## src/hw/iod_params.svh

```systemverilog
// Purpose: Opcode patterns and field positions for the I/O and control decoder
// Assumes: 16-bit program words
// Notes:   Patterns are matched on the top nibble, the upper byte or the whole word
`ifndef IOD_PARAMS_SVH
`define IOD_PARAMS_SVH

// ----------------------------------------
// Field positions
// ----------------------------------------
`define IOD_ADDR_FLAG_BIT    7
`define IOD_HI_MSB           15
`define IOD_HI_LSB           8
`define IOD_PORT_MSB         11
`define IOD_PORT_LSB         8

// ----------------------------------------
// Upper-byte patterns
// ----------------------------------------
`define IOD_OP_BLK_DD        8'hED
`define IOD_OP_BLK_PD        8'hFC
`define IOD_OP_MOVE_DATA     8'h56
`define IOD_OP_BIT_BY_T      8'h57
`define IOD_OP_LOAD_S0       8'h50
`define IOD_OP_LOAD_S1       8'h51
`define IOD_OP_STORE_S0      8'h78
`define IOD_OP_STORE_S1      8'h79
`define IOD_OP_PUSH_DATA     8'h54
`define IOD_OP_POP_DATA      8'h7A
`define IOD_OP_REP_MEM       8'h4B
`define IOD_OP_REP_IMM       8'hCB
`define IOD_OP_CTRL          8'hCE

// ----------------------------------------
// Top-nibble patterns
// ----------------------------------------
`define IOD_NIB_IN           4'h8
`define IOD_NIB_OUT          4'hE
`define IOD_NIB_BIT          4'h9

// ----------------------------------------
// Control-group low bytes (upper byte 8'hCE)
// ----------------------------------------
`define IOD_LO_EINT          8'h00
`define IOD_LO_DINT          8'h01
`define IOD_LO_ROVM          8'h02
`define IOD_LO_SOVM          8'h03
`define IOD_LO_CFG_DATA      8'h04
`define IOD_LO_CFG_PROG      8'h05
`define IOD_LO_RSXM          8'h06
`define IOD_LO_SSXM          8'h07
`define IOD_LO_RXF           8'h0C
`define IOD_LO_SXF           8'h0D
`define IOD_LO_FMT0          8'h0E
`define IOD_LO_FMT1          8'h0F
`define IOD_LO_TX_CLR        8'h20
`define IOD_LO_TX_SET        8'h21
`define IOD_LO_PUSH          8'h1C
`define IOD_LO_POP           8'h1D
`define IOD_LO_TRAP          8'h1E
`define IOD_LO_IDLE          8'h1F
`define IOD_LO_RC            8'h30
`define IOD_LO_SC            8'h31
`define IOD_LO_RTC           8'h32
`define IOD_LO_STC           8'h33
`define IOD_LO_FS_CLR        8'h36
`define IOD_LO_FS_SET        8'h37
`define IOD_LO_RHM           8'h38
`define IOD_LO_SHM           8'h39

// ----------------------------------------
// Reset values
// ----------------------------------------
`define IOD_RST_WORD         16'h0000

`endif

```

## src/hw/iod_pkg.sv

```systemverilog
// Purpose: Types shared by the I/O and control decoder files
// Assumes: iod_params.svh holds the opcode pattern and field position macros
// Notes:   Operation codes are one enum, operand fields one struct
package iod_pkg;

    typedef enum logic [5:0] {
        IOD_NONE,
        IOD_BLOCK_MOVE_DATA_TO_DATA,
        IOD_BLOCK_MOVE_PROGRAM_TO_DATA,
        IOD_DATA_WORD_MOVE,
        IOD_PORT_INPUT,
        IOD_PORT_OUTPUT,
        IOD_SERIAL_FORMAT_SELECT,
        IOD_CLEAR_TRANSMIT_MODE,
        IOD_SET_TRANSMIT_MODE,
        IOD_CLEAR_FRAME_SYNC_MODE,
        IOD_SET_FRAME_SYNC_MODE,
        IOD_TEST_BIT,
        IOD_TEST_BIT_BY_T_REGISTER,
        IOD_CONFIGURE_BLOCK_AS_DATA,
        IOD_CONFIGURE_BLOCK_AS_PROGRAM,
        IOD_LOAD_STATUS_ZERO,
        IOD_LOAD_STATUS_ONE,
        IOD_STORE_STATUS_ZERO,
        IOD_STORE_STATUS_ONE,
        IOD_POP_TO_ACC,
        IOD_PUSH_FROM_ACC,
        IOD_PUSH_DATA_WORD,
        IOD_POP_TO_DATA_WORD,
        IOD_REPEAT_FROM_MEMORY,
        IOD_REPEAT_IMMEDIATE_COUNT,
        IOD_ENABLE_INTERRUPT,
        IOD_DISABLE_INTERRUPT,
        IOD_IDLE,
        IOD_TRAP,
        IOD_CLEAR_CARRY,
        IOD_SET_CARRY,
        IOD_CLEAR_HOLD_MODE,
        IOD_SET_HOLD_MODE,
        IOD_CLEAR_OVERFLOW_MODE,
        IOD_SET_OVERFLOW_MODE,
        IOD_CLEAR_SIGN_EXT_MODE,
        IOD_SET_SIGN_EXT_MODE,
        IOD_CLEAR_TEST_FLAG,
        IOD_SET_TEST_FLAG,
        IOD_CLEAR_EXT_FLAG,
        IOD_SET_EXT_FLAG,
        IOD_SECOND_WORD
    } iod_op_t;

    typedef struct packed {
        iod_op_t     op;
        logic        known;
        logic        two_word;
        logic        addr_flag;
        logic [6:0]  operand;
        logic [3:0]  select;
        logic [7:0]  count;
        logic        format;
    } iod_dec_t;

    typedef struct packed {
        iod_dec_t    dec;
        logic        valid;
        logic        expect_second;
        logic        second_valid;
        logic [15:0] second_word;
    } iod_state_t;

endpackage

```

## src/hw/iod_decoder.sv

```systemverilog
// Operation
// - Opcode high byte 11101101 is a two-word data-to-data block move with mode flag bit 7 and operand bits 6..0.
// - Opcode high byte 11111100 is a two-word program-to-data block move with mode flag and operand.
// - Opcode high byte 01010110 is a one-word data move with mode flag bit 7 and operand bits 6..0.
// - Top nibble 1000 is port input and 1110 port output except high byte 11101101, bits 11..8 the port, bit 7 flag, bits 6..0 operand.
// - Bits 15..1 equal to 110011100000111 select serial format, bit 0 giving the format value.
// - Bits 15..1 equal to 110011100010000 clear (bit 0 low) or set (bit 0 high) transmit mode.
// - Bits 15..1 equal to 110011100011011 clear or set frame-sync mode according to bit 0.
// - Top nibble 1001 tests the bit named in bits 11..8, and high byte 01010111 tests the bit held in T.
// - Word 16'hCE04 configures the on-chip block as data and 16'hCE05 as program memory.
// - High bytes 01010000 and 01010001 load status register zero and one.
// - High bytes 01111000 and 01111001 store status register zero and one.
// - Word 16'hCE1D pops the stack to the low accumulator and 16'hCE1C pushes it.
// - High byte 01010100 pushes a data word and 01111010 pops the stack to a data word.
// - High byte 01001011 repeats by a memory count and 11001011 repeats by the count in bits 7..0.
//
// Purpose: Registered decode of the I/O, move and control instruction group
// Assumes: Fetch presents one word per cycle with word_valid
// Notes:   The word after a block-move first word is its operand, never an opcode
`timescale 1ns/100ps
`include "iod_params.svh"
`default_nettype none

module iod_decoder (
    input  wire logic              mclk,           // Processor clock
    input  wire logic              rst_n,          // Asynchronous reset, active low
    input  wire logic              word_valid,     // Fetched word present
    input  wire logic [15:0]       word,           // Fetched program word
    output logic                   dec_valid_r,    // Decoded result valid
    output iod_pkg::iod_dec_t      dec_r,          // Decoded fields
    output logic                   second_valid_r, // Block-move second word valid
    output logic [15:0]            second_word_r   // Block-move second word
);

    // ----------------------------------------
    // State
    // ----------------------------------------
    iod_pkg::iod_state_t st_r;
    iod_pkg::iod_state_t st_nxt;
    iod_pkg::iod_dec_t   match_dec;

    iod_match u_match (
        .word (word),
        .dec  (match_dec)
    );

    // ----------------------------------------
    // Next state
    // ----------------------------------------
    always_comb begin
        st_nxt       = st_r;
        st_nxt.valid = 1'b0;
        st_nxt.second_valid = 1'b0;
        if (word_valid) begin
            if (st_r.expect_second) begin
                // Operand word of a block move: never decoded as opcode
                st_nxt.dec           = st_r.dec;
                st_nxt.dec.op        = iod_pkg::IOD_SECOND_WORD;
                st_nxt.dec.known     = 1'b0;
                st_nxt.second_word   = word;
                st_nxt.second_valid  = 1'b1;
                st_nxt.expect_second = 1'b0;
            end else begin
                st_nxt.dec           = match_dec;
                st_nxt.valid         = 1'b1;
                st_nxt.expect_second = match_dec.two_word;
            end
        end
    end

    always_ff @(posedge mclk or negedge rst_n) begin
        if (!rst_n) begin
            st_r <= '0;
        end else begin
            st_r <= st_nxt;
        end
    end

    assign dec_valid_r    = st_r.valid;
    assign dec_r          = st_r.dec;
    assign second_valid_r = st_r.second_valid;
    assign second_word_r  = st_r.second_word;
endmodule

`default_nettype wire

```

## src/hw/iod_match.sv

```systemverilog
// Purpose: Pure combinational match of one program word
// Assumes: Word is stable while decoded
// Notes:   No state; the top registers the result
`timescale 1ns/100ps
`include "iod_params.svh"
`default_nettype none

module iod_match (
    input  wire logic [15:0]  word,    // Program word
    output iod_pkg::iod_dec_t dec      // Decoded fields
);

    logic [7:0] hi;
    logic [7:0] lo;
    logic [3:0] nib;

    assign hi  = word[`IOD_HI_MSB:`IOD_HI_LSB];
    assign lo  = word[7:0];
    assign nib = word[15:12];

    always_comb begin
        dec           = '0;
        dec.op        = iod_pkg::IOD_NONE;
        dec.addr_flag = word[`IOD_ADDR_FLAG_BIT];
        dec.operand   = word[6:0];
        dec.select    = word[`IOD_PORT_MSB:`IOD_PORT_LSB];
        dec.count     = lo;
        dec.format    = word[0];
        if (nib == `IOD_NIB_IN) begin
            dec.op = iod_pkg::IOD_PORT_INPUT;
        end else if (nib == `IOD_NIB_OUT && hi != `IOD_OP_BLK_DD) begin
            dec.op = iod_pkg::IOD_PORT_OUTPUT;
        end else if (nib == `IOD_NIB_BIT) begin
            dec.op = iod_pkg::IOD_TEST_BIT;
        end else begin
            unique case (hi)
                `IOD_OP_BLK_DD: begin
                    dec.op       = iod_pkg::IOD_BLOCK_MOVE_DATA_TO_DATA;
                    dec.two_word = 1'b1;
                end
                `IOD_OP_BLK_PD: begin
                    dec.op       = iod_pkg::IOD_BLOCK_MOVE_PROGRAM_TO_DATA;
                    dec.two_word = 1'b1;
                end
                `IOD_OP_MOVE_DATA: dec.op = iod_pkg::IOD_DATA_WORD_MOVE;
                `IOD_OP_BIT_BY_T:  dec.op = iod_pkg::IOD_TEST_BIT_BY_T_REGISTER;
                `IOD_OP_LOAD_S0:   dec.op = iod_pkg::IOD_LOAD_STATUS_ZERO;
                `IOD_OP_LOAD_S1:   dec.op = iod_pkg::IOD_LOAD_STATUS_ONE;
                `IOD_OP_STORE_S0:  dec.op = iod_pkg::IOD_STORE_STATUS_ZERO;
                `IOD_OP_STORE_S1:  dec.op = iod_pkg::IOD_STORE_STATUS_ONE;
                `IOD_OP_PUSH_DATA: dec.op = iod_pkg::IOD_PUSH_DATA_WORD;
                `IOD_OP_POP_DATA:  dec.op = iod_pkg::IOD_POP_TO_DATA_WORD;
                `IOD_OP_REP_MEM:   dec.op = iod_pkg::IOD_REPEAT_FROM_MEMORY;
                `IOD_OP_REP_IMM:   dec.op = iod_pkg::IOD_REPEAT_IMMEDIATE_COUNT;
                `IOD_OP_CTRL: begin
                    unique case (lo)
                        `IOD_LO_FMT0, `IOD_LO_FMT1:
                            dec.op = iod_pkg::IOD_SERIAL_FORMAT_SELECT;
                        `IOD_LO_TX_CLR: dec.op = iod_pkg::IOD_CLEAR_TRANSMIT_MODE;
                        `IOD_LO_TX_SET: dec.op = iod_pkg::IOD_SET_TRANSMIT_MODE;
                        `IOD_LO_FS_CLR: dec.op = iod_pkg::IOD_CLEAR_FRAME_SYNC_MODE;
                        `IOD_LO_FS_SET: dec.op = iod_pkg::IOD_SET_FRAME_SYNC_MODE;
                        `IOD_LO_CFG_DATA: dec.op = iod_pkg::IOD_CONFIGURE_BLOCK_AS_DATA;
                        `IOD_LO_CFG_PROG: dec.op = iod_pkg::IOD_CONFIGURE_BLOCK_AS_PROGRAM;
                        `IOD_LO_POP:  dec.op = iod_pkg::IOD_POP_TO_ACC;
                        `IOD_LO_PUSH: dec.op = iod_pkg::IOD_PUSH_FROM_ACC;
                        `IOD_LO_EINT: dec.op = iod_pkg::IOD_ENABLE_INTERRUPT;
                        `IOD_LO_DINT: dec.op = iod_pkg::IOD_DISABLE_INTERRUPT;
                        `IOD_LO_IDLE: dec.op = iod_pkg::IOD_IDLE;
                        `IOD_LO_TRAP: dec.op = iod_pkg::IOD_TRAP;
                        `IOD_LO_RC:   dec.op = iod_pkg::IOD_CLEAR_CARRY;
                        `IOD_LO_SC:   dec.op = iod_pkg::IOD_SET_CARRY;
                        `IOD_LO_RHM:  dec.op = iod_pkg::IOD_CLEAR_HOLD_MODE;
                        `IOD_LO_SHM:  dec.op = iod_pkg::IOD_SET_HOLD_MODE;
                        `IOD_LO_ROVM: dec.op = iod_pkg::IOD_CLEAR_OVERFLOW_MODE;
                        `IOD_LO_SOVM: dec.op = iod_pkg::IOD_SET_OVERFLOW_MODE;
                        `IOD_LO_RSXM: dec.op = iod_pkg::IOD_CLEAR_SIGN_EXT_MODE;
                        `IOD_LO_SSXM: dec.op = iod_pkg::IOD_SET_SIGN_EXT_MODE;
                        `IOD_LO_RTC:  dec.op = iod_pkg::IOD_CLEAR_TEST_FLAG;
                        `IOD_LO_STC:  dec.op = iod_pkg::IOD_SET_TEST_FLAG;
                        `IOD_LO_RXF:  dec.op = iod_pkg::IOD_CLEAR_EXT_FLAG;
                        `IOD_LO_SXF:  dec.op = iod_pkg::IOD_SET_EXT_FLAG;
                        default:      dec.op = iod_pkg::IOD_NONE;
                    endcase
                end
                default: dec.op = iod_pkg::IOD_NONE;
            endcase
        end
        dec.known = (dec.op != iod_pkg::IOD_NONE);
    end

endmodule

`default_nettype wire

```

## config.mk

```make
export PLATFORM = sky130hd
export DESIGN_NAME = iod_decoder
export DESIGN_NICKNAME = d
export VERILOG_FILES = /design/src/hw/iod_pkg.sv /design/src/hw/iod_decoder.sv /design/src/hw/iod_match.sv
export VERILOG_INCLUDE_DIRS = /design/src /design/src/hw
export SDC_FILE = /design/constraint.sdc
export NUM_CORES = 1
export LEC_CHECK = 0
export BUFFER_PORTS_ARGS = -buffer_cell sky130_fd_sc_hd__buf_4
export CAP_MARGIN = 30
export CORE_MARGIN = 2
export CORE_UTILIZATION = 56
export CTS_BUF_LIST = sky130_fd_sc_hd__clkbuf_2 sky130_fd_sc_hd__clkbuf_4 sky130_fd_sc_hd__clkbuf_8
export DETAILED_ROUTE_END_ITERATION = 10
export PLACE_DENSITY = 0.79
export SLEW_MARGIN = 20
export SYNTH_ARGS = -nofsm -noshare
export SYNTH_HDL_FRONTEND = slang
export SYNTH_SLANG_ARGS = --single-unit
```

## constraint.sdc

```tcl
create_clock -name mclk -period 1.8 [get_ports mclk]
set_input_delay 0.18 -clock mclk [delete_from_list [all_inputs] [get_ports mclk]]
set_output_delay 0.18 -clock mclk [all_outputs]
set_load 0.005 [all_outputs]
```

==> results.py <==
metrics = {
    "timing": {
        "fmax_mhz": 624,
        "rsz0062_at_grt": "false",
        "hold_viol": 0,
        "fin_crit_sh_pct": 89.0,
        "relSlewSlack_pct": 62.1,
        "whs_ns": 0.0982,
        "layout_min_cycle_time_ns": 1.60,
        "tightest_slew_ns": 0.561,
        "setup_slack_ns": 0.197,
        "drv_slew": 0,
        "setup_viol": 0,
        "fin_skew_ns": 0.00543,
    },
    "floorplan": {
        "io-pin-count": 66,
        "rows": 25,
        "die_area_um2": 5410,
        "die_h_um": 73.5,
        "core_um2": 4690,
        "die_w_um": 73.5,
        "start_util_pct": 57.7,
    },
    "worst_setup_path": {
        "required_ns": 1.97,
        "cp_max_fo": 5,
        "worst-setup-path-type": "in2reg",
        "end_kind": "register",
        "start_kind": "primary input",
        "crit_arrival_ns": 1.78,
    },
    "detailed_routing": {
        "vias": 2176,
        "antenna_left": 0,
        "met2_length_mm": 2.88,
        "wl_per_cell_um": 15.3,
        "wl_met3_um": 355,
        "top_layer_used": "met4",
        "wl_mm": 5.83,
        "drc_errors": 0,
        "met1Wirelength_mm": 2.52,
        "vias_per_cell": 5.70,
        "first_iter_violations": 136,
        "firstDrtPassIters": 4,
    },
    "finish": {
        "drive_gt1_share_pct": 35.4,
        "finalNetCount": 356,
        "syn2layout_area_growth_pct": 15.3,
        "fin_util_pct": 66.6,
        "nFillCells": 375,
        "n_antenna_cell": 0,
    },
    "grt": {
        "antenna_found_initial": 0,
        "gr-total-overflow": 0,
        "grt_max_degree": 40,
        "grt.total_usage_pct": 22.2,
        "grt_pass1_wl_mm": 9.36,
        "grt_pass1_vias": 1964,
    },
    "synthesis": {
        "syn-num-nets": 325,
        "synthFlopType": "dfrtp_1",
        "synth_seq_area_share_pct": 36.0,
        "synth.distinct_cells": 62,
        "synth_commonest_cells": "50 x buf_4, 40 x nand2_1, 39 x dfrtp_1",
        "yosysWarnings": 0,
        "synth_top_cells_by_area": "dfrtp_1 36%, buf_4 14%, nand2_1 5.5%, ha_1 4.6%, mux2_2 4.2%",
        "syn_inst": 296,
        "synth_most_common_cell": "buf_4",
        "syn_avg_cell_area_um2": 9.15,
        "synth_edf_count": 0,
        "syn_area_um2": 2710,
        "synthArstFlopShare_pct": 100,
        "synth_area_leader_cell": "dfrtp_1",
        "ys_ff_latch": 39,
        "synth_top_area_share_pct": 36.0,
    },
    "power": {
        "powerDensity_nw_per_um2": 745,
        "irDropWorstVdd_v": 0.000621,
        "leakagePower_uw": 0.00152,
        "design_power_total_uw": 2330,
    },
    "clock_tree": {
        "cts_tree": "yes",
        "hold_buffers": 1,
        "cts_root_buffer": "clkbuf_8",
        "cts_max_level": 2,
        "cts_buffer_depth": 2,
        "clk_latency_ns": 0.29,
        "post_cts_buffers": 0,
        "numCtsBuffers": 5,
        "clk_pin_slew_ns": 0.08,
        "post_cts_resized": 0,
        "clkSinkCount": 39,
    },
    "worst_hold_path": {
        "hp-class": "in2reg",
    },
    "place": {
        "gp_congestion": 0.894,
        "io_buffers": 65,
        "place_ws_ns": -0.103,
        "place_hpwl_mm": 4.33,
    },
    "flow_run": {
        "maxCapViolCount": 0,
    },
    "run_status": {
        "status": "finished, final reports clean",
    },
}
## metal layers
metal / up-vias / GRT usage [%]
li1: 1049 / -
met1: 1043 / 31.1
met2: 76 / 35.5
met3: 8 / 2.74
met4: 0 / 8.08
met5: - / 0
## through the flow
stage                     std cells  TNS [ns]  instance area (µm²)
after floorplan                 296         0                 2710
after global placement          373   -0.0696                 3000
after detailed placement        373    -0.103                 3000
after CTS                       382         0                 3120
after global routing            382         0                 3120
final                           382         0                 3120
## final timing paths
| check | start | endpoint | slack, ns | cells after the start |
|---|---|---|---|---|
| worst max-delay path | word[1] | dec_r[22] | 0.20 | 9 |
| worst min-delay path | word[7] | dec_r[20] | 0.1 | 3 |
| worst max register to register | st_r[17] | dec_r[22] | 0.42 | 5 |
| worst min register to register | second_word_r[3] | second_word_r[3] | 0.48 | 2 |
| max in group asynchronous | rst_n | second_word_r[7] | 1.08 | 2 |
| min in group asynchronous | rst_n | second_word_r[13] | 0.39 | 2 |
## worst max-delay path, stage by stage
cell       delay (ns)
buf_4            0.08
inv_1            0.04
buf_4            0.14
ha_1             0.20
and4_1           0.15
a2111oi_0        0.43
o31ai_1          0.15
nor4bb_1         0.30
o21ai_1          0.08
## registers in the layout, indices dropped and copies added (netlist names)
register	count
second_word_r	16
dec_r	20
st_r	1
dec_valid_r	1
second_valid_r	1
## final cells by class
type | count | area (µm²) | share of cell area [%]
inverter | 11 | 41.3 | 1.32
multi-input combinational | 181 | 1240 | 39.8
clock inverter | 3 | 43.8 | 1.40
clock buffer | 5 | 68.8 | 2.20
tap | 54 | 67.6 | 2.16
timing repair buffer | 89 | 683 | 21.9
sequential | 39 | 976 | 31.2
## where the power goes
| part | switching, µW | internal (µW) | total [µW] |
|---|---|---|---|
| clock network | 313 | 413 | 726 |
| registers | 61.3 | 977 | 1040 |
| logic | 255 | 308 | 563 |
## kinds of logic after synthesis
logic type               count (synthesis)  synth area share [%]
multiplexers                            12                  4.90
flip-flops                              39                  36.0
AND/OR/NAND/NOR                         98                  19.6
AO/OA/AOI/OAI                           58                  15.8
XOR/XNOR                                 2                 0.647
buffers and inverters                   76                  18.1
adder cells (fa/ha/maj)                 11                  4.99
## cell usage in the layout, fill, tap and decap left out, types with 2 or more instances in the layout
cell type  count
nor3b_1        2
o211ai_1       2
a22o_1         2
o21ai_0       13
a21oi_1        9
clkbuf_8       5
nand3_1        5
or4bb_1        2
ha_1          10
a31oi_1        2
a211oi_1       2
o2bb2ai_1      3
nor3_1         6
and4_1         2
mux2i_1        2
nor2_1        13
dfrtp_1       39
buf_4         87
mux2_2        10
o21ai_1        2
a221oi_1       2
a311oi_1       2
o31ai_1        3
or3b_2         2
nand2b_1       3
nand3b_1       4
nand2_1       40
nor2b_1        2
or2_2          2
nand4b_1       4
o21a_1         2
inv_1         10
nor4b_1        3
No activity file was read; power rests on OpenSTA's default activity.
